[src/rtl/timer8_defines.svh]
/*
 * Register offsets, field positions, reset values and divider masks of the
 * 8-bit waveform timer. Assumes a byte-addressed AXI4-Lite bus, one word per register.
 */
`ifndef TIMER8_DEFINES_SVH
`define TIMER8_DEFINES_SVH

// Register byte offsets
`define OFS_OUT_MODE_CTRL   8'h00
`define OFS_CLOCK_CTRL      8'h04
`define OFS_TIMER_COUNT     8'h08
`define OFS_COMPARE_A       8'h0C
`define OFS_COMPARE_B       8'h10
`define OFS_FLAGS           8'h14

// Output mode control fields
`define OMC_MODE_A_HI       7
`define OMC_MODE_A_LO       6
`define OMC_MODE_B_HI       5
`define OMC_MODE_B_LO       4
`define OMC_WGM_HI          1
`define OMC_WGM_LO          0
`define OMC_WRITE_MASK      8'hF3

// Clock control fields
`define CLK_FORCE_A         7
`define CLK_FORCE_B         6
`define CLK_WGM_HIGH        3
`define CLK_SEL_HI          2
`define CLK_SEL_LO          0
`define CLK_KEEP_MASK       8'h0F

// Flag bits
`define FLG_OVERFLOW        0
`define FLG_COMPARE_A       1
`define FLG_COMPARE_B       2

// Reset values
`define RST_CTRL            8'h00
`define RST_COUNT           8'h00
`define RST_COMPARE         8'h00

// Counter levels
`define CNT_BOTTOM          8'h00
`define CNT_MAX             8'hFF

// Wave generation modes
`define WGM_NORMAL          3'h0
`define WGM_PC_FF           3'h1
`define WGM_CTC             3'h2
`define WGM_FAST_FF         3'h3
`define WGM_PC_OCA          3'h5
`define WGM_FAST_OCA        3'h7

// Prescaler masks: tick when all masked divider bits are ones
`define DIV_WIDTH           10
`define DIV8_MASK           10'h007
`define DIV32_MASK          10'h01F
`define DIV64_MASK          10'h03F
`define DIV128_MASK         10'h07F
`define DIV256_MASK         10'h0FF
`define DIV1024_MASK        10'h3FF

// AXI responses
`define RESP_OKAY           2'h0
`define RESP_SLVERR         2'h2

`endif

[src/rtl/timer8_pkg.sv]
/*
 * Types shared by the waveform timer files.
 * Assumes timer8_defines.svh supplies the numeric constants.
 */
package timer8_pkg;

    // Counting direction of the dual-slope counter
    typedef enum logic {
        DIR_UP,
        DIR_DOWN
    } count_dir_t;

endpackage

[src/rtl/tick_divider.sv]
/*
 * Prescaler: turns the core clock into a one-cycle timer tick enable.
 * Assumes the select code is a register of the core clock domain.
 */
`timescale 1ns/10ps
`include "timer8_defines.svh"

module tick_divider (
    input  wire logic       clk,
    input  wire logic       reset,
    input  wire logic [2:0] tick_source_select,
    output logic            timer_tick
);

    logic [`DIV_WIDTH-1:0] div_reg;
    logic [`DIV_WIDTH-1:0] div_next;
    logic [`DIV_WIDTH-1:0] mask;

    // Free-running divider, held at zero while stopped
    always_comb begin
        if (tick_source_select == 3'h0) begin
            div_next = '0;
        end else begin
            div_next = div_reg + `DIV_WIDTH'(1);
        end
    end

    always_ff @(posedge clk or posedge reset) begin
        if (reset) begin
            div_reg <= '0;
        end else begin
            div_reg <= div_next;
        end
    end

    // Select decode: stop, undivided, 8, 32, 64, 128, 256, 1024
    always_comb begin
        case (tick_source_select)
            3'h2:    mask = `DIV8_MASK;
            3'h3:    mask = `DIV32_MASK;
            3'h4:    mask = `DIV64_MASK;
            3'h5:    mask = `DIV128_MASK;
            3'h6:    mask = `DIV256_MASK;
            3'h7:    mask = `DIV1024_MASK;
            default: mask = '0;
        endcase
        if (tick_source_select == 3'h0) begin
            timer_tick = 1'b0;
        end else if (tick_source_select == 3'h1) begin
            timer_tick = 1'b1;
        end else begin
            timer_tick = ((div_reg & mask) == mask);
        end
    end

endmodule

[src/rtl/timer8_wave.sv]
/*
 * 8-bit timer with two compare channels, normal, clear-on-match, fast and
 * phase correct PWM, reached over AXI4-Lite.
 * Assumes a single core clock; pin direction logic sits outside and uses
 * the wave enables as the port override.
 */
// Local design decisions: the address map and the AXI4-Lite slave port.
// Functional notes
// - Phase correct counts up to TOP, holds TOP one tick, then counts down.
// - Phase correct sets the overflow flag whenever the counter reaches BOTTOM.
// - Phase correct code 10: clear on up-count match, set on down-count match.
// - Phase correct code 11: set on up-count match, clear on down-count match.
// - Phase correct period is 510 ticks at TOP 0xFF; tick is prescaled clock.
// - Compare at BOTTOM holds low, at MAX holds high, inverted mode opposite.
// - At TOP output takes the up-count match level for symmetry about BOTTOM.
// - Non-PWM codes: disconnected, toggle, clear, set on compare match.
// - Fast PWM code 10 clears on match, sets at TOP; 11 the reverse.
// - Channel A code 01 in PWM toggles only when mode high bit is set.
// - Channel B follows channel A except code 01 is reserved in PWM.
// - Compare value equal to TOP with high code bit acts at TOP only.
// - Nonzero output code overrides the pin; software sets pin direction.
// - Output mode register bits 3 and 2 always read zero.
// - Mode field decodes normal, phase PWM, CTC, fast PWM; 5 and 7 use compare A.
// - Compare update immediate in non-PWM, at TOP in PWM; overflow point per mode.
// - Counter advances only on cycles carrying the timer tick enable.
// - Select zero stops the counter; others choose 1, 8, 32, 64, 128, 256, 1024.
// - Force strobe applies output action in non-PWM, no flag, reads zero.
`timescale 1ns/10ps
`include "timer8_defines.svh"

module timer8_wave #(
    parameter int ADDR_W = 8
) (
    input  wire logic              CORE_CLK,
    input  wire logic              RESET,
    input  wire logic [ADDR_W-1:0] S_AXI_AWADDR,
    input  wire logic              S_AXI_AWVALID,
    output logic                   S_AXI_AWREADY,
    input  wire logic [31:0]       S_AXI_WDATA,
    input  wire logic [3:0]        S_AXI_WSTRB,
    input  wire logic              S_AXI_WVALID,
    output logic                   S_AXI_WREADY,
    output logic [1:0]             S_AXI_BRESP,
    output logic                   S_AXI_BVALID,
    input  wire logic              S_AXI_BREADY,
    input  wire logic [ADDR_W-1:0] S_AXI_ARADDR,
    input  wire logic              S_AXI_ARVALID,
    output logic                   S_AXI_ARREADY,
    output logic [31:0]            S_AXI_RDATA,
    output logic [1:0]             S_AXI_RRESP,
    output logic                   S_AXI_RVALID,
    input  wire logic              S_AXI_RREADY,
    output logic                   WAVE_OUT_A,
    output logic                   WAVE_OUT_B,
    output logic                   WAVE_EN_A,
    output logic                   WAVE_EN_B,
    output logic                   OVERFLOW_FLAG,
    output logic                   COMPARE_FLAG_A,
    output logic                   COMPARE_FLAG_B
);

    // Bus state
    logic              aw_full_reg, aw_full_next;
    logic              w_full_reg, w_full_next;
    logic [ADDR_W-1:0] aw_addr_reg, aw_addr_next;
    logic [7:0]        w_data_reg, w_data_next;
    logic              w_lane_reg, w_lane_next;
    logic              bvalid_reg, bvalid_next;
    logic [1:0]        bresp_reg, bresp_next;
    logic              rvalid_reg, rvalid_next;
    logic [1:0]        rresp_reg, rresp_next;
    logic [31:0]       rdata_reg, rdata_next;
    logic              wr_do;
    logic              wr_hit;
    logic              rd_hit;
    logic [7:0]        rd_val;

    // Timer state
    logic [7:0]            omc_reg, omc_next;
    logic [7:0]            clk_reg, clk_next;
    logic [7:0]            timer_count_reg, timer_count_next;
    logic [7:0]            buf_a_reg, buf_a_next;
    logic [7:0]            buf_b_reg, buf_b_next;
    logic [7:0]            act_a_reg, act_a_next;
    logic [7:0]            act_b_reg, act_b_next;
    logic [2:0]            flags_reg, flags_next;
    logic                  block_reg, block_next;
    logic                  wave_a_reg, wave_a_next;
    logic                  wave_b_reg, wave_b_next;
    timer8_pkg::count_dir_t dir_reg, dir_next;

    logic       timer_tick;
    logic [2:0] wave_gen_mode;
    logic [1:0] out_mode_a;
    logic [1:0] out_mode_b;
    logic       is_pwm, is_pc, top_is_a;
    logic [7:0] top_val;
    logic       hit_a, hit_b, at_top, ovf_evt;
    logic       force_a, force_b;

    tick_divider u_div (
        .clk                (CORE_CLK),
        .reset              (RESET),
        .tick_source_select (clk_reg[`CLK_SEL_HI:`CLK_SEL_LO]),
        .timer_tick         (timer_tick)
    );

    // Next output level of one channel for the current cycle
    function automatic logic wave_step(
        input logic       cur,
        input logic [1:0] code,
        input logic       pwm,
        input logic       pc,
        input logic       toggle_ok,
        input logic       hit,
        input logic       ocr_top,
        input logic       ocr_bot,
        input logic       new_top,
        input logic       top_evt,
        input logic       up,
        input logic       force_hit
    );
        logic r;
        logic up_lvl;
        r = cur;
        up_lvl = code[0];
        if (!pwm) begin
            if (hit || force_hit) begin
                case (code)
                    2'h1:    r = ~cur;
                    2'h2:    r = 1'b0;
                    2'h3:    r = 1'b1;
                    default: r = cur;
                endcase
            end
        end else if (code == 2'h1) begin
            if (toggle_ok && hit) begin
                r = ~cur;
            end
        end else if (code[1]) begin
            if (pc) begin
                if (hit && !ocr_top && !ocr_bot) begin
                    r = up ? up_lvl : ~up_lvl;
                end
                if (top_evt) begin
                    r = new_top ? ~up_lvl : up_lvl;
                end
                if (ocr_bot) begin
                    r = up_lvl;
                end
            end else begin
                if (hit && !ocr_top) begin
                    r = up_lvl;
                end
                if (top_evt) begin
                    r = ~up_lvl;
                end
            end
        end
        return r;
    endfunction

    // Mode decode
    always_comb begin
        wave_gen_mode = {clk_reg[`CLK_WGM_HIGH], omc_reg[`OMC_WGM_HI:`OMC_WGM_LO]};
        out_mode_a = omc_reg[`OMC_MODE_A_HI:`OMC_MODE_A_LO];
        out_mode_b = omc_reg[`OMC_MODE_B_HI:`OMC_MODE_B_LO];
        is_pc = (wave_gen_mode == `WGM_PC_FF) || (wave_gen_mode == `WGM_PC_OCA);
        is_pwm = is_pc || (wave_gen_mode == `WGM_FAST_FF) || (wave_gen_mode == `WGM_FAST_OCA);
        top_is_a = (wave_gen_mode == `WGM_CTC) || (wave_gen_mode == `WGM_PC_OCA)
                   || (wave_gen_mode == `WGM_FAST_OCA);
        top_val = top_is_a ? act_a_reg : `CNT_MAX;
        hit_a = timer_tick && !block_reg && (timer_count_reg == act_a_reg);
        hit_b = timer_tick && !block_reg && (timer_count_reg == act_b_reg);
        at_top = timer_tick && (timer_count_reg == top_val)
                 && (!is_pc || dir_reg == timer8_pkg::DIR_UP);
        force_a = wr_hit && (aw_addr_reg == `OFS_CLOCK_CTRL) && w_data_reg[`CLK_FORCE_A] && !is_pwm;
        force_b = wr_hit && (aw_addr_reg == `OFS_CLOCK_CTRL) && w_data_reg[`CLK_FORCE_B] && !is_pwm;
    end

    // Counter, direction, compare buffers, outputs and flags
    always_comb begin
        timer_count_next = timer_count_reg;
        dir_next = dir_reg;
        omc_next = omc_reg;
        clk_next = clk_reg;
        buf_a_next = buf_a_reg;
        buf_b_next = buf_b_reg;
        act_a_next = act_a_reg;
        act_b_next = act_b_reg;
        block_next = block_reg;
        ovf_evt = 1'b0;
        if (timer_tick) begin
            block_next = 1'b0;
            if (is_pc) begin
                if (dir_reg == timer8_pkg::DIR_UP) begin
                    if (timer_count_reg == top_val) begin
                        dir_next = timer8_pkg::DIR_DOWN;
                        if (top_val != `CNT_BOTTOM) begin
                            timer_count_next = timer_count_reg - 8'h01;
                        end
                    end else begin
                        timer_count_next = timer_count_reg + 8'h01;
                    end
                end else if (timer_count_reg == `CNT_BOTTOM) begin
                    dir_next = timer8_pkg::DIR_UP;
                    if (top_val != `CNT_BOTTOM) begin
                        timer_count_next = 8'h01;
                    end
                end else begin
                    timer_count_next = timer_count_reg - 8'h01;
                    ovf_evt = (timer_count_reg == 8'h01);
                end
            end else begin
                dir_next = timer8_pkg::DIR_UP;
                if ((wave_gen_mode != `WGM_NORMAL) && (timer_count_reg == top_val)) begin
                    timer_count_next = `CNT_BOTTOM;
                end else begin
                    timer_count_next = timer_count_reg + 8'h01;
                end
                if (wave_gen_mode == `WGM_FAST_OCA) begin
                    ovf_evt = at_top;
                end else begin
                    ovf_evt = (timer_count_reg == `CNT_MAX);
                end
            end
        end
        // Register writes from the bus
        if (wr_hit) begin
            case (aw_addr_reg)
                `OFS_OUT_MODE_CTRL: omc_next = w_data_reg & `OMC_WRITE_MASK;
                `OFS_CLOCK_CTRL:    clk_next = w_data_reg & `CLK_KEEP_MASK;
                `OFS_TIMER_COUNT: begin
                    timer_count_next = w_data_reg;
                    block_next = 1'b1;
                end
                `OFS_COMPARE_A:     buf_a_next = w_data_reg;
                `OFS_COMPARE_B:     buf_b_next = w_data_reg;
                default: begin
                end
            endcase
        end
        // Compare buffers load at once outside PWM, at TOP within it
        if (!is_pwm) begin
            act_a_next = buf_a_next;
            act_b_next = buf_b_next;
        end else if (at_top) begin
            act_a_next = buf_a_reg;
            act_b_next = buf_b_reg;
        end
        wave_a_next = wave_step(wave_a_reg, out_mode_a, is_pwm, is_pc, clk_reg[`CLK_WGM_HIGH],
                                hit_a, act_a_reg == top_val, act_a_reg == `CNT_BOTTOM,
                                act_a_next == (top_is_a ? act_a_next : `CNT_MAX), at_top,
                                dir_reg == timer8_pkg::DIR_UP, force_a);
        wave_b_next = wave_step(wave_b_reg, out_mode_b, is_pwm, is_pc, 1'b0,
                                hit_b, act_b_reg == top_val, act_b_reg == `CNT_BOTTOM,
                                act_b_next == (top_is_a ? act_a_next : `CNT_MAX), at_top,
                                dir_reg == timer8_pkg::DIR_UP, force_b);
        // Sticky flags: an event in the clearing cycle wins
        flags_next = flags_reg;
        if (wr_hit && aw_addr_reg == `OFS_FLAGS) begin
            flags_next = flags_reg & ~w_data_reg[2:0];
        end
        if (ovf_evt) begin
            flags_next[`FLG_OVERFLOW] = 1'b1;
        end
        if (hit_a) begin
            flags_next[`FLG_COMPARE_A] = 1'b1;
        end
        if (hit_b) begin
            flags_next[`FLG_COMPARE_B] = 1'b1;
        end
    end

    always_ff @(posedge CORE_CLK or posedge RESET) begin
        if (RESET) begin
            omc_reg <= `RST_CTRL;
            clk_reg <= `RST_CTRL;
            timer_count_reg <= `RST_COUNT;
            buf_a_reg <= `RST_COMPARE;
            buf_b_reg <= `RST_COMPARE;
            act_a_reg <= `RST_COMPARE;
            act_b_reg <= `RST_COMPARE;
            flags_reg <= 3'h0;
            block_reg <= 1'b0;
            wave_a_reg <= 1'b0;
            wave_b_reg <= 1'b0;
            dir_reg <= timer8_pkg::DIR_UP;
        end else begin
            omc_reg <= omc_next;
            clk_reg <= clk_next;
            timer_count_reg <= timer_count_next;
            buf_a_reg <= buf_a_next;
            buf_b_reg <= buf_b_next;
            act_a_reg <= act_a_next;
            act_b_reg <= act_b_next;
            flags_reg <= flags_next;
            block_reg <= block_next;
            wave_a_reg <= wave_a_next;
            wave_b_reg <= wave_b_next;
            dir_reg <= dir_next;
        end
    end

    // Read mux; force strobes and reserved bits read zero
    always_comb begin
        rd_hit = 1'b1;
        case (S_AXI_ARADDR)
            `OFS_OUT_MODE_CTRL: rd_val = omc_reg;
            `OFS_CLOCK_CTRL:    rd_val = clk_reg;
            `OFS_TIMER_COUNT:   rd_val = timer_count_reg;
            `OFS_COMPARE_A:     rd_val = buf_a_reg;
            `OFS_COMPARE_B:     rd_val = buf_b_reg;
            `OFS_FLAGS:         rd_val = {5'h00, flags_reg};
            default: begin
                rd_val = 8'h00;
                rd_hit = 1'b0;
            end
        endcase
        wr_hit = 1'b0;
        case (aw_addr_reg)
            `OFS_OUT_MODE_CTRL, `OFS_CLOCK_CTRL, `OFS_TIMER_COUNT,
            `OFS_COMPARE_A, `OFS_COMPARE_B, `OFS_FLAGS: wr_hit = wr_do && w_lane_reg;
            default: wr_hit = 1'b0;
        endcase
    end

    // AXI4-Lite handshake: address and data taken in either order
    always_comb begin
        aw_full_next = aw_full_reg;
        w_full_next = w_full_reg;
        aw_addr_next = aw_addr_reg;
        w_data_next = w_data_reg;
        w_lane_next = w_lane_reg;
        bvalid_next = bvalid_reg;
        bresp_next = bresp_reg;
        rvalid_next = rvalid_reg;
        rresp_next = rresp_reg;
        rdata_next = rdata_reg;
        wr_do = aw_full_reg && w_full_reg && !bvalid_reg;
        if (S_AXI_AWVALID && !aw_full_reg) begin
            aw_full_next = 1'b1;
            aw_addr_next = S_AXI_AWADDR;
        end
        if (S_AXI_WVALID && !w_full_reg) begin
            w_full_next = 1'b1;
            w_data_next = S_AXI_WDATA[7:0];
            w_lane_next = S_AXI_WSTRB[0];
        end
        if (wr_do) begin
            aw_full_next = 1'b0;
            w_full_next = 1'b0;
            bvalid_next = 1'b1;
            bresp_next = (wr_hit || !w_lane_reg) && (aw_addr_reg <= `OFS_FLAGS)
                         && (aw_addr_reg[1:0] == 2'h0) ? `RESP_OKAY : `RESP_SLVERR;
        end
        if (bvalid_reg && S_AXI_BREADY) begin
            bvalid_next = 1'b0;
        end
        if (S_AXI_ARVALID && !rvalid_reg) begin
            rvalid_next = 1'b1;
            rdata_next = {24'h000000, rd_val};
            rresp_next = rd_hit ? `RESP_OKAY : `RESP_SLVERR;
        end else if (rvalid_reg && S_AXI_RREADY) begin
            rvalid_next = 1'b0;
        end
    end

    always_ff @(posedge CORE_CLK or posedge RESET) begin
        if (RESET) begin
            aw_full_reg <= 1'b0;
            w_full_reg <= 1'b0;
            aw_addr_reg <= '0;
            w_data_reg <= 8'h00;
            w_lane_reg <= 1'b0;
            bvalid_reg <= 1'b0;
            bresp_reg <= `RESP_OKAY;
            rvalid_reg <= 1'b0;
            rresp_reg <= `RESP_OKAY;
            rdata_reg <= 32'h00000000;
        end else begin
            aw_full_reg <= aw_full_next;
            w_full_reg <= w_full_next;
            aw_addr_reg <= aw_addr_next;
            w_data_reg <= w_data_next;
            w_lane_reg <= w_lane_next;
            bvalid_reg <= bvalid_next;
            bresp_reg <= bresp_next;
            rvalid_reg <= rvalid_next;
            rresp_reg <= rresp_next;
            rdata_reg <= rdata_next;
        end
    end

    // Port drive; any nonzero code claims the pin
    always_comb begin
        S_AXI_AWREADY = !aw_full_reg;
        S_AXI_WREADY = !w_full_reg;
        S_AXI_BVALID = bvalid_reg;
        S_AXI_BRESP = bresp_reg;
        S_AXI_ARREADY = !rvalid_reg;
        S_AXI_RVALID = rvalid_reg;
        S_AXI_RRESP = rresp_reg;
        S_AXI_RDATA = rdata_reg;
        WAVE_OUT_A = wave_a_reg;
        WAVE_OUT_B = wave_b_reg;
        WAVE_EN_A = (omc_reg[`OMC_MODE_A_HI:`OMC_MODE_A_LO] != 2'h0);
        WAVE_EN_B = (omc_reg[`OMC_MODE_B_HI:`OMC_MODE_B_LO] != 2'h0);
        OVERFLOW_FLAG = flags_reg[`FLG_OVERFLOW];
        COMPARE_FLAG_A = flags_reg[`FLG_COMPARE_A];
        COMPARE_FLAG_B = flags_reg[`FLG_COMPARE_B];
    end

endmodule

[config.mk]
export PLATFORM = sky130hd
export DESIGN_NAME = timer8_wave
export DESIGN_NICKNAME = d
export VERILOG_FILES = /design/src/rtl/timer8_pkg.sv /design/src/rtl/tick_divider.sv /design/src/rtl/timer8_wave.sv
export VERILOG_INCLUDE_DIRS = /design/src /design/src/rtl
export SDC_FILE = /design/constraint.sdc
export NUM_CORES = 1
export LEC_CHECK = 0
export ABC_AREA = 1
export BUFFER_PORTS_ARGS = -buffer_cell sky130_fd_sc_hd__buf_2
export CAP_MARGIN = 10
export CORE_MARGIN = 3
export CORE_UTILIZATION = 35
export DETAILED_ROUTE_END_ITERATION = 8
export GPL_TIMING_DRIVEN = 0
export PLACE_DENSITY = 0.66
export SLEW_MARGIN = 20
export SYNTH_ARGS = -nofsm -noshare
export SYNTH_HDL_FRONTEND = slang
export SYNTH_SLANG_ARGS = --single-unit
[constraint.sdc]
create_clock -name CORE_CLK -period 5.7 [get_ports CORE_CLK]
set_input_delay 0.285 -clock CORE_CLK [delete_from_list [all_inputs] [get_ports CORE_CLK]]
set_output_delay 0.285 -clock CORE_CLK [all_outputs]
set_load 0.02 [all_outputs]
# --- Word-level counts from Yosys, hierarchy flattened ---
# Index checks and enable logic that the tools add are counted.
totals:
  reg_bits: 100
  out_inout_bits: 48
  elab_cells: 239
classes:
  muxes: 80
  n_lt_le_gt_ge: 1
  addsub: 3
  bitwise: 8
  reduce_logical: 76
  eq_ne: 46
ops:
  columns: ["op", "count"]
  rows:
  - ["$mux 8", 20]
  - ["$pmux 10 s6", 1]
  - ["$eq 8x8->1", 7]
  - ["$mux 1", 52]
  - ["$pmux 8 s6", 1]
  - ["$logic_not 8->1", 5]
  - ["$eq 8x4->1 const B", 4]
  - ["$eq 8x5->1 const B", 4]
  - ["$logic_and 1x1->1", 27]
  - ["$reduce_bool 2->1", 11]
  - ["$eq 3x3->1 const B", 6]
  - ["$eq 8x3->1 const B", 2]
  - ["$eq 3x2->1 const B", 4]
  - ["$logic_not 1->1", 12]
  - ["$reduce_and 6->1", 2]
  - ["$reduce_or 6->1", 2]
  - ["$add 10x1->10 const B", 1]
  - ["$and 10x10->10", 1]
  - ["$eq 10x10->1", 1]
  - ["$mux 10", 1]
  - ["$logic_or 1x1->1", 9]
  - ["$add 8x1->8 const B", 1]
  - ["$eq 2x2->1 const B", 4]
  - ["$eq 8x1->1 const B", 1]
  - ["other kinds (23)", 35]

# --- Longest topological paths before layout ---
# Gate-level depths: netlist (run 1).
logic_depth:
  depth_word: 19
  ltp_mapped: 27
  mapped_depth_nobuf: 26

# --- Hierarchy ---
# A second synthesis (run 1) with hierarchy kept.
hier_totals:
  cells_unflattened: 904
  area_unflattened_um2: 6621.4
by_module_without_submodules:
  columns: ["mod", "cells_per_inst", "area_each_um2", "instances"]
  rows:
  - ["timer8_wave", 824, 6042.0, 1]
  - ["tick_divider", 80, 579.3, 1]

# --- Worst setup path after synthesis (run 1) ---
# No wires, ideal clock.
synth_path:
  kind: "reg2reg"
  start: "register omc_reg[0]"
  end: "register wave_b_reg (netlist: WAVE_OUT_B)"
  setup_slack_ns: 3.297
  synth_period_minus_slack_ns: 2.403
  arrival_ns: 2.283
  stages_incl_launch_ff: 26
  path_cell_list: "dfrtp_1 > inv_2 > nand2_2 > nand2_8 > nand2_8 > nand2_1 > nand2_2 > nor2_4 > nand2_2 > nor2_8 > nand3_4 > buf_6 > nand2_2 > nand3_2 > nand2_1 > nand3_1 > nand2_1 > nand2_1 > nor2_1 > nand2_1 > nand2_1 > nand2_1 > nand2_1 > nand2_1 > nand3_2 > a21oi_2"
synth_via:
  elab_chain_len: 18
  elab_cells_between_ends: 44
synth_lines:
  columns: ["item", "line_no", "source"]
  rows:
  - ["start: declaration", "timer8_wave.sv:79", "logic [7:0] omc_reg, omc_next;"]
  - ["start signal: assignment", "timer8_wave.sv:277", "omc_reg <= `RST_CTRL;"]
  - ["start signal: assignment", "timer8_wave.sv:290", "omc_reg <= omc_next;"]
  - ["$eq 3x2->1 (no line) / $eq 3x3->1 (equally long branches)", null, null]
  - ["$logic_or 1x1->1 (2 in a row)", "timer8_wave.sv:170", "top_is_a = (wave_gen_mode == `WGM_CTC) || (wave_gen_mode == `WGM_PC_OCA)"]
  - ["$mux 8 (no line)", null, null]
  - ["$eq 8x8->1", "timer8_wave.sv:175", "at_top = timer_tick && (timer_count_reg == top_val)"]
  - ["$logic_and 1x1->1", "timer8_wave.sv:175", null]
  - ["$logic_and 1x1->1", "timer8_wave.sv:176", "&& (!is_pc || dir_reg == timer8_pkg::DIR_UP);"]
  - ["$mux 8", "timer8_wave.sv:247", "end else if (at_top) begin"]
  - ["$mux 8", "timer8_wave.sv:244", "if (!is_pwm) begin"]
  - ["$mux 8 (no line)", null, null]
  - ["$eq 8x8->1", "timer8_wave.sv:257", "act_b_next == (top_is_a ? act_a_next : `CNT_MAX), at_top,"]
  - ["$mux 1", "timer8_wave.sv:146", "r = new_top ? ~up_lvl : up_lvl;"]
  - ["$mux 1", "timer8_wave.sv:145", "if (top_evt) begin"]
  - ["$mux 1", "timer8_wave.sv:148", "if (ocr_bot) begin"]
  - ["$mux 1", "timer8_wave.sv:141", "if (pc) begin"]
  - ["$mux 1", "timer8_wave.sv:140", "end else if (code[1]) begin"]
  - ["$mux 1", "timer8_wave.sv:136", "end else if (code == 2'h1) begin"]
  - ["$mux 1", "timer8_wave.sv:127", "if (!pwm) begin"]
  - ["end signal: assignment", "timer8_wave.sv:300", "wave_b_reg <= wave_b_next;"]
  - ["end: declaration", "timer8_wave.sv:89", "logic wave_b_reg, wave_b_next;"]
# Several ways; a longest one is shown, not always the timed one. The select of a mux whose other input is x is not followed.
# A chain may end at the register's enable or synchronous reset.

# --- Final worst setup path (run 1) ---
layout_path:
  start: "register timer_count_reg[0]"
  end: "register timer_count_reg[7]"
layout_via:
  elab_chain_len: 8
  elab_cells_between_ends: 14
layout_lines:
  columns: ["item", "line_no", "source"]
  rows:
  - ["start: declaration", "timer8_wave.sv:81", "logic [7:0] timer_count_reg, timer_count_next;"]
  - ["start signal: assignment", "timer8_wave.sv:279", "timer_count_reg <= `RST_COUNT;"]
  - ["start signal: assignment", "timer8_wave.sv:292", "timer_count_reg <= timer_count_next;"]
  - ["$sub 8x1->8", "timer8_wave.sv:200, timer8_wave.sv:211", null]
  - ["$mux 8", "timer8_wave.sv:199", "if (top_val != `CNT_BOTTOM) begin"]
  - ["$mux 8", "timer8_wave.sv:197", "if (timer_count_reg == top_val) begin"]
  - ["$mux 8", "timer8_wave.sv:196", "if (dir_reg == timer8_pkg::DIR_UP) begin"]
  - ["$mux 8 *", "timer8_wave.sv:195", "if (is_pc) begin"]
  - ["$mux 8 *", "timer8_wave.sv:193", "if (timer_tick) begin"]
  - ["$mux 8", "timer8_wave.sv:230", "case (aw_addr_reg)"]
  - ["$mux 8 *", "timer8_wave.sv:229", "if (wr_hit) begin"]
  - ["net timer_count_next[7]", "timer8_wave.sv:81", null]
# Mark *: on every way through the listed nets, which the timed path passes. The rest lies on a longest branch.

==> impl_metrics.yaml, run 1 <==
route:
  drtIter0Drc: 836
  vias_per_cell: 5.27
  drt_first_pass_iters: 5
  wirelength_mm: 21.3
  ant_nets: 0
  num_vias: 6767
  drc_errors: 0
  wire_per_inst_um: 16.6
clock_tree:
  clockBufferDepth: 2
  post_cts_buffers: 0
  cts_made_buffers: 9
  ctsRootBufferMaster: "clkbuf_16"
  clkTransAtPathRegs_ns: 0.07
  cts_tree: "built"
  cts-htree-levels: 3
  cts-resized-gates: 0
  clk_latency_ns: 0.37
  cts_num_sinks: 98
power:
  power_frac_seq_pct: 45.3
  total_power_mw: 1.79
  static-leakage-power_nw: 3.90
  p_sw_uw: 605
  ir_drop_v: 0.000208
  p_per_area_nw_per_um2: 233
  power_switching_share_pct: 33.8
  p_int_mw: 1.18
  clkPwrFrac_pct: 34.8
  combPwrFrac_pct: 19.9
place:
  dp_hpwl_mm: 16.1
  place_congestion: 0.949
  port_buffers: 53
  place_area_sq_um: 7380
critical_path:
  crit_required_ns: 5.93
  critPathLaunchType: "register"
  end_kind: "register"
  crit_fanout: 10
  path_class: "register to register"
  worstPathArrival_ns: 3.73
sta:
  relSlewSlack_pct: 45.8
  period_share_pct: 61.3
  grt_setup_unrepaired: "no"
  fin_setup_tns_ns: 0
  fin_crit_ns: 3.49
  slew_violations: 0
  worst_pin_slew_ns: 0.812
  max_freq_mhz: 286
  setup_viol: 0
  clock_skew_ns: 0.00775
  hold_viol_final: 0
yosys:
  synth.cell_area_sq_um: 6700
  syn_inst: 958
  synthFlopType: "dfrtp_1"
  synth_top_area_share_pct: 36.6
  seq_area_frac_synth_pct: 36.6
  synthArstFlopShare_pct: 100
  synth-edff-count: 0
  yosysTopAreaCell: "dfrtp_1"
  yosysUniqueCellTypes: 51
  yosysWarnings: 0
  yosysMostFrequentCell: "nand2_1"
  synth_commonest_cells: "nand2_1, inv_1, dfrtp_1, nor2_1, o21ai_0"
  synthTopCellsByArea: "dfrtp_1, nand2_1, inv_1"
  synth_seq_cells: 98
  syn_area_per_cell_sq_um: 6.99
run:
  maxCapViolations: 0
global_route:
  grt_busiest_layer: "met2"
  antenna_found_initial: 0
  globalRoute.totalOverflow: 0
  grt_use_total_pct: 20.9
  grt_pass1_wl_mm: 33.7
  first_global_vias: 6153
  globalRouteMet2Util_pct: 31.3
  met3_usage_pct: 5.52
  grt_max_degree: 65
  use_met1_pct: 28.8
min_path:
  hold_class: "input pin to register"
layout:
  nets: 1114
  layout-drive-gt1-share_pct: 15.2
  largest_reg_flops: 10
  diodes: 0
  postLayoutCellArea_sq_um: 7690
  syn_to_final_growth_pct: 14.8
die:
  start_util_pct: 36.4
  fp.dieW_um: 144
  row_count: 49
  die_y_um: 144
  die_area_sq_um: 20800
  ios: 107
  fp.coreArea_sq_um: 18400
outcome:
  run_status: "finished, final reports clean"
-- placed cells by master (no fill, tap or decap), drive strengths merged, types with 4 or more instances in the layout --
cell	Yosys	layout
nand4	21	21
nor3	16	16
ha	6	6
conb	1	26
or2	5	5
xor2	25	25
nand2	243	243
o22ai	19	19
nor2	94	94
dfrtp	98	98
nand3	80	80
buf	42	96
clkinv	1	4
clkbuf	13	23
a21oi	34	34
o211ai	7	7
inv	134	137
nor4	7	7
o21ai	88	88
-- area by class of cell --
class                      count  area (sq um)
sequential                    98          2450
tap                          229           287
multi-input combinational    695          3500
clock buffer                  10           239
clock inverter                 6          58.8
timing repair buffer          55           303
inverter                     135           512
fill                        1859         10700
buffer                        55           340
-- critical path, stage by stage, from the launching register on --
cell      delay (ns)
dfrtp_1         0.55
inv_1           0.26
nand2_1         0.11
nand2_1         0.09
nand3_1         0.08
nand2_1         0.08
inv_1           0.06
nand2_1         0.04
nor2_1          0.27
nand2_1         0.17
clkbuf_1        0.30
o21ai_1         0.60
o21ai_0         0.19
a221oi_1        0.45
o22ai_1         0.12
-- cells by family after synthesis --
logic type	share of synthesized area (%)
buffers and inverters	12.6
adder cells (fa/ha/maj)	1.12
AO/OA/AOI/OAI	13.7
flip-flops	36.6
XOR/XNOR	3.40
AND/OR/NAND/NOR	31.9
other	0.0560
multiplexers	0.486
-- metal layers --
| metal | wire (um) | vias up |
|---|---|---|
| met4 | 808 | 0 |
| li1 | - | 3256 |
| met1 | 9490 | 3115 |
| met5 | 0 | - |
| met2 | 9050 | 333 |
| met3 | 1900 | 63 |
-- final timing paths --
check | cells past startpoint | end | slack [ns] | startpoint
max in group asynchronous | 4 | block_reg | 4.62 | RESET
max | 14 | timer_count_reg[7] | 2.21 | timer_count_reg[0]
min in group asynchronous | 3 | WAVE_OUT_B | 0.45 | RESET
max reg2reg | 14 | timer_count_reg[7] | 2.21 | timer_count_reg[0]
min | 2 | S_AXI_BVALID | 0.09 | S_AXI_BREADY
min reg2reg | 1 | u_div.div_reg[0] | 0.46 | u_div.div_reg[0]
-- power groups by stage --
stage | combinational, mW | clock [mW] | sequential, mW
global route | 0.400 | 0.659 | 0.821
finish | 0.356 | 0.622 | 0.809
detailed placement | 0.354 | 0 | 0.823
CTS | 0.356 | 0.626 | 0.810
floorplan | 0.222 | 0 | 0.820
global placement | 0.345 | 0 | 0.821
-- metrics by stage --
step / util (%) / setup WS, ns / hold slack, ns / std cells
6_report: 41.8 / 2.21 / 0.0922 / 1283
5_1_grt: 41.8 / 2.06 / 0.107 / 1283
3_3_place_gp: 39.9 / 1.59 / 0.458 / 1265
4_1_cts: 41.8 / 2.39 / 0.0960 / 1283
3_5_place_dp: 40.1 / 2.41 / 0.306 / 1266
2_1_floorplan: - / 2.85 / 0.381 / 983
-- timing repair --
item | in CTS | in global routing
setup endpoints to repair | 0 | 0
hold endpoints to repair | 34 | 0
hold buffers | 1 | 0
No activity file was read; power rests on OpenSTA's default activity.
==> run 2, diff against run 1 <==
--- a/config.mk
+++ b/config.mk
@@ -13,7 +13,7 @@
 export CORE_UTILIZATION = 35
 export DETAILED_ROUTE_END_ITERATION = 8
 export GPL_TIMING_DRIVEN = 0
-export PLACE_DENSITY = 0.66
+export PLACE_DENSITY = 0.68
 export SLEW_MARGIN = 20
 export SYNTH_ARGS = -nofsm -noshare
 export SYNTH_HDL_FRONTEND = slang
==> constraint.sdc (replaced) <==
create_clock -name CORE_CLK -period 2.9 [get_ports CORE_CLK]
set_input_delay 0.145 -clock CORE_CLK [delete_from_list [all_inputs] [get_ports CORE_CLK]]
set_output_delay 0.145 -clock CORE_CLK [all_outputs]
set_load 0.02 [all_outputs]
==> run 2 against run 1 <==
Net effect:
- design area grew 5.8%
- combinational power is 110% higher
- critical path depth increased by 7
- setup slack worse by 2.2 ns
- register-to-register slack worse by 2.2 ns
- sequential share of layout area down 1.6 points
- worst hold slack got worse by 0.080 ns
- total power increased by 110%
- count of clock-buffer cells in the layout decreased by 1
- utilization is 2.4 points higher
- critical path type unchanged
- critical endpoint is now WAVE_OUT_A
- highest routed layer unchanged
==> impl_metrics.yaml, run 2 (same netlist as run 1, synthesis figures left out) <==
outcome:
  run_status: "finished, final reports clean"
die:
  row_count: 49
  die_y_um: 144
  die_area_sq_um: 20800
  fp.dieW_um: 144
  ios: 107
  start_util_pct: 36.4
  fp.coreArea_sq_um: 18400
layout:
  postLayoutCellArea_sq_um: 8130
  nets: 1138
  syn_to_final_growth_pct: 21.4
  layoutNonFillerInstCount: 1307
  layout_commonest_cell: "nand2_1"
  layout-drive-gt1-share_pct: 20.9
  postLayoutCoreUtil_pct: 44.2
  final_cell_mix: "nand2_1, inv_1, dfrtp_1, o21ai_0, nor2_1"
  largest_reg_flops: 10
  diodes: 0
route:
  wire_per_inst_um: 16.9
  wirelength_mm: 22.1
  drtIter0Drc: 799
  drt_first_pass_iters: 6
  num_vias: 7033
  vias_per_cell: 5.38
  ant_nets: 0
  drc_errors: 0
clock_tree:
  cts-htree-levels: 3
  ctsRootBufferMaster: "clkbuf_16"
  clkTransAtPathRegs_ns: 0.08
  cts_made_buffers: 9
  cts_tree: "built"
  clockBufferDepth: 2
  clk_latency_ns: 0.37
  cts_num_sinks: 98
min_path:
  hold_class: "input pin to register"
sta:
  max_freq_mhz: 345
  slew_violations: 0
  setup_viol: 0
  relSlewSlack_pct: 42.8
  worst_pin_slew_ns: 0.857
  fin_crit_ns: 2.89
  grt_setup_unrepaired: "yes"
  period_share_pct: 99.8
  hold_viol_final: 0
  clock_skew_ns: 0.00704
  hold_ws_ns: 0.0126
global_route:
  met3_usage_pct: 4.17
  first_global_vias: 6196
  grt_max_degree: 68
  globalRouteMet2Util_pct: 31.5
  use_met1_pct: 29.5
  grt_pass1_wl_mm: 34.0
  antenna_found_initial: 0
  grt_use_total_pct: 21.2
  globalRoute.totalOverflow: 0
  grt_busiest_layer: "met2"
critical_path:
  crit_fanout: 10
  r2r_slack_ns: 0.005
  end_kind: "register"
  critPathLaunchType: "register"
  worstPathArrival_ns: 3.19
  path_class: "register to register"
  crit_required_ns: 3.19
place:
  place_area_sq_um: 7380
  place_congestion: 0.951
  dp_cells: 1266
  dp_hpwl_mm: 16.4
  port_buffers: 53
run:
  maxCapViolations: 0
power:
  p_per_area_nw_per_um2: 461
  total_power_mw: 3.75
  ir_drop_v: 0.000375
  static-leakage-power_nw: 4.07
==> run 2: changes by cell type in the layout (fill, tap and decap cells not counted), moves of 7 or more <==
cell and change:
buf_4 +21, nand2_1 -14, nand2_2 +11, inv_1 -10
dfrtp_1 -7, dfrtp_2 +7, nor2_1 -7, nor2_4 +7
==> run 2: routing by layer <==
metal	vias to the layer above	part of all wire, %
met3	82	10
met5	-	0
met2	396	43
met1	3237	42
li1	3318	-
met4	0	5.0
==> run 2: cell type report <==
type,count,area [sq um]
buffer,55,362
clock buffer,9,225
clock inverter,7,119
fill,1873,10300
inverter,135,536
multi-input combinational,697,3670
sequential,98,2460
tap,229,287
timing repair buffer,77,477
==> run 2: what timing repair did <==
item,CTS,global route
resized for setup,30,46
endpoints found under the hold margin,33,0
cloned,1,1
hold buffers,3,0
endpoints found under the setup margin,10,8
setup buffers,8,12
pin swaps,6,12
==> run 2: final timing paths <==
path,startpoint,end,cells after the start
setup / recovery,clk_reg[3],WAVE_OUT_A,21
setup reg to reg,clk_reg[3],WAVE_OUT_A,21
hold reg to reg,u_div.div_reg[0],u_div.div_reg[0],1
hold / removal,S_AXI_AWADDR[7],aw_addr_reg[7],2
min in group asynchronous,RESET,WAVE_OUT_B,3
max in group asynchronous,RESET,timer_count_reg[6],4
==> run 2: worst max-delay path: stages, from the launching register on <==
cell	delay (ns)
dfrtp_1	0.51
inv_2	0.12
nand2_8	0.13
nand2_8	0.09
nand2_2	0.07
nand2_2	0.06
nor2_2	0.14
nand2_2	0.10
nor2_8	0.17
buf_6	0.17
nand4_1	0.09
nand3_1	0.09
nand2_1	0.15
inv_1	0.11
nand4_1	0.12
o21ai_2	0.19
nand2_1	0.07
nand2_1	0.12
nand2_1	0.06
nand2_1	0.05
nand3_1	0.07
a21boi_1	0.13
==> run 2: where the power goes <==
group          internal (mW)  switching [mW]  leakage, nW
Combinational          0.209           0.536         2.62
Sequential              1.51          0.0918         1.29
Clock                  0.786           0.617        0.169
Total                   2.50            1.24         4.07
==> run 2: metrics by stage <==
step | setup TNS [ns] | setup slack (ns)
4_1_cts | 0 | 0.000431
3_5_place_dp | -1.18 | -0.250
2_1_floorplan | 0 | 0.193
6_report | 0 | 0.00513
5_1_grt | -0.258 | -0.149
3_3_place_gp | -105.15 | -1.07
==> run 3, diff against run 2 <==
--- a/config.mk
+++ b/config.mk
@@ -9,11 +9,14 @@
 export ABC_AREA = 1
 export BUFFER_PORTS_ARGS = -buffer_cell sky130_fd_sc_hd__buf_2
 export CAP_MARGIN = 10
+export CELL_PAD_IN_SITES_DETAIL_PLACEMENT = 0
+export CELL_PAD_IN_SITES_GLOBAL_PLACEMENT = 1
 export CORE_MARGIN = 3
 export CORE_UTILIZATION = 35
 export DETAILED_ROUTE_END_ITERATION = 8
 export GPL_TIMING_DRIVEN = 0
-export PLACE_DENSITY = 0.68
+export HOLD_SLACK_MARGIN = 0.02
+export PLACE_DENSITY = 0.85
 export SLEW_MARGIN = 20
 export SYNTH_ARGS = -nofsm -noshare
 export SYNTH_HDL_FRONTEND = slang
==> run 3 against run 2 <==
Net effect:
- final cell count grew 0.92%
- clock power shrank 14%
- sequential power is essentially flat
- non-clock buffer count grew 11
- wire length grew 0.36%
- register-to-register slack gained 0.05 ns
- count of clock-buffer cells in the layout is the same
- die area is the same
- worst hold slack gained 0.012 ns
- critical path type unchanged
- critical endpoint is now WAVE_OUT_B
- highest routed layer unchanged
==> impl_metrics.yaml, run 3 (same netlist as run 1, synthesis figures left out) <==
outcome:
  run_status: "finished, final reports clean"
place:
  place_congestion: 0.938
  place_area_sq_um: 7380
  dp_hpwl_mm: 16.6
  dp_cells: 1266
  port_buffers: 53
  pre_cts_slack_ns: -0.250
layout:
  diodes: 0
  n_fill_cell: 1892
  largest_reg_flops: 10
  layout_commonest_cell: "nand2_1"
  layoutNonFillerInstCount: 1319
  final_cell_mix: "nand2_1, inv_1, dfrtp_1, nor2_1, o21ai_0"
  postLayoutCellArea_sq_um: 8180
  seq_area_sq_um: 2460
  syn_to_final_growth_pct: 22.1
  multi_input_area_sq_um: 3670
  nets: 1150
  postLayoutCoreUtil_pct: 44.5
  layout-drive-gt1-share_pct: 21.6
global_route:
  grt_max_degree: 70
  first_global_vias: 6162
  grt_use_total_pct: 21.2
  antenna_found_initial: 0
  globalRoute.totalOverflow: 0
  grt_pass1_wl_mm: 34.0
power:
  clkPwrFrac_pct: 34.0
  combPwrFrac_pct: 21.0
  p_int_mw: 2.33
  ir_drop_v: 0.000574
  power_switching_share_pct: 34.6
  total_power_mw: 3.57
  power_frac_seq_pct: 45.0
  static-leakage-power_nw: 4.11
  p_sw_mw: 1.24
  p_per_area_nw_per_um2: 436
die:
  die_area_sq_um: 20800
  start_util_pct: 36.4
  die_y_um: 144
  fp.dieW_um: 144
  row_count: 49
  fp.coreArea_sq_um: 18400
  ios: 107
min_path:
  hold_class: "input pin to register"
  hold_end: "aw_addr_reg[4]"
  holdPathStages: 3
  hold_start: "S_AXI_AWADDR[4]"
critical_path:
  timing.critical_path.mode_cell: "nand2_1"
  r2r_end: "WAVE_OUT_B"
  rr_startpoint: "omc_reg[0]"
  cp_top_family: "simple AND/OR/NAND/NOR gates"
  cpPeakStageDelay_ns: 0.47
  r2r_slack_ns: 0.05
  cp_num_buf_inv: 2
  end_kind: "register"
  worstPathArrival_ns: 3.15
  critPathLaunchType: "register"
  path_class: "register to register"
  crit_fanout: 10
  reg2reg_depth: 26
  critPathSlowestCell: "dfrtp_2"
  crit_required_ns: 3.20
route:
  vias_per_cell: 5.18
  drtIter0Drc: 753
  num_vias: 6835
  ant_nets: 0
  drt_first_pass_iters: 5
  drc_errors: 0
  wirelength_mm: 22.2
  wire_per_inst_um: 16.9
sta:
  period_share_pct: 98.2
  setup_viol: 0
  fin_crit_ns: 2.85
  max_freq_mhz: 351
  worst_pin_slew_ns: 0.755
  fin_setup_tns_ns: 0
  grt_setup_unrepaired: "yes"
  clock_skew_ns: 0.0112
  hold_viol_final: 0
  hold_ws_ns: 0.0242
  relSlewSlack_pct: 49.5
  slew_violations: 0
  finalWorstSetupSlack_ns: 0.0510
clock_tree:
  clk_latency_ns: 0.37
  cts_made_buffers: 9
  clkTransAtPathRegs_ns: 0.07
  cts_tree: "built"
  clockBufferDepth: 2
  cts-htree-levels: 3
  ctsRootBufferMaster: "clkbuf_16"
  cts_num_sinks: 98
run:
  maxCapViolations: 0
run 3: power groups by stage:
stage | registers, mW | clock network, mW | logic (mW)
final | 1.61 | 1.21 | 0.749
after detailed placement | 1.61 | 0 | 0.689
after CTS | 1.60 | 1.24 | 0.720
after global routing | 1.63 | 1.28 | 0.827
after floorplan | 1.61 | 0 | 0.437
after global placement | 1.61 | 0 | 0.673
run 3: worst register-to-register path: stages, from the launching register on:
cell      delay [ns]
dfrtp_2         0.47
clkinv_4        0.11
nand2_4         0.07
nand2_8         0.12
nand2_8         0.09
nand2_1         0.08
nand2_2         0.07
nor2_4          0.11
nand2_2         0.09
nor2_8          0.17
nand3_4         0.12
buf_6           0.17
nand2_1         0.06
nand3_1         0.08
nand2_2         0.11
nand2_1         0.06
nand2_1         0.05
nand2_1         0.04
nand2_1         0.06
nor2_1          0.04
nand2_1         0.10
nand2_2         0.08
nand2_2         0.10
nand2_1         0.06
nand2_1         0.07
nand3_2         0.07
a21oi_2         0.13
run 3: how the worst max path moves through the flow:
stage | startpoint | to | cells after the start | slack, ns
after floorplan | RESET | S_AXI_BRESP[1] | 1 | 0.19
after global placement | RESET | timer_count_reg[3] | 2 | -1.11
after detailed placement | timer_count_reg[0] | WAVE_OUT_B | 24 | -0.25
after CTS | omc_reg[0] | timer_count_reg[0] | 12 | 0.02
after global routing | aw_addr_reg[6] | WAVE_OUT_B | 24 | -0.14
final | omc_reg[0] | WAVE_OUT_B | 26 | 0.05
run 3: what timing repair did:
| action | 4_1_cts | 5_1_grt |
|---|---|---|
| endpoints found under the setup margin | 10 | 9 |
| cloned | 2 | 1 |
| endpoints found under the hold margin | 35 | 0 |
| buffers inserted | 12 | 16 |
| gates resized for setup | 34 | 41 |
| hold buffers | 7 | 0 |
| pin swaps | 9 | 12 |
run 3: per-layer routing:
metal / GRT usage, % / wire [um]
met5: 0 / 0
met4: 6.68 / 568
met3: 3.44 / 1890
met2: 33.5 / 9960
met1: 30.0 / 9810
run 3: area by class of cell:
class,count,share of cell area [%]
Buffer,54,4.31
Clock buffer,9,2.75
Clock inverter,7,0.796
Inverter,135,6.62
Multi-Input combinational cell,698,44.9
Sequential cell,98,30.1
Tap cell,229,3.50
Timing Repair Buffer,89,7.01
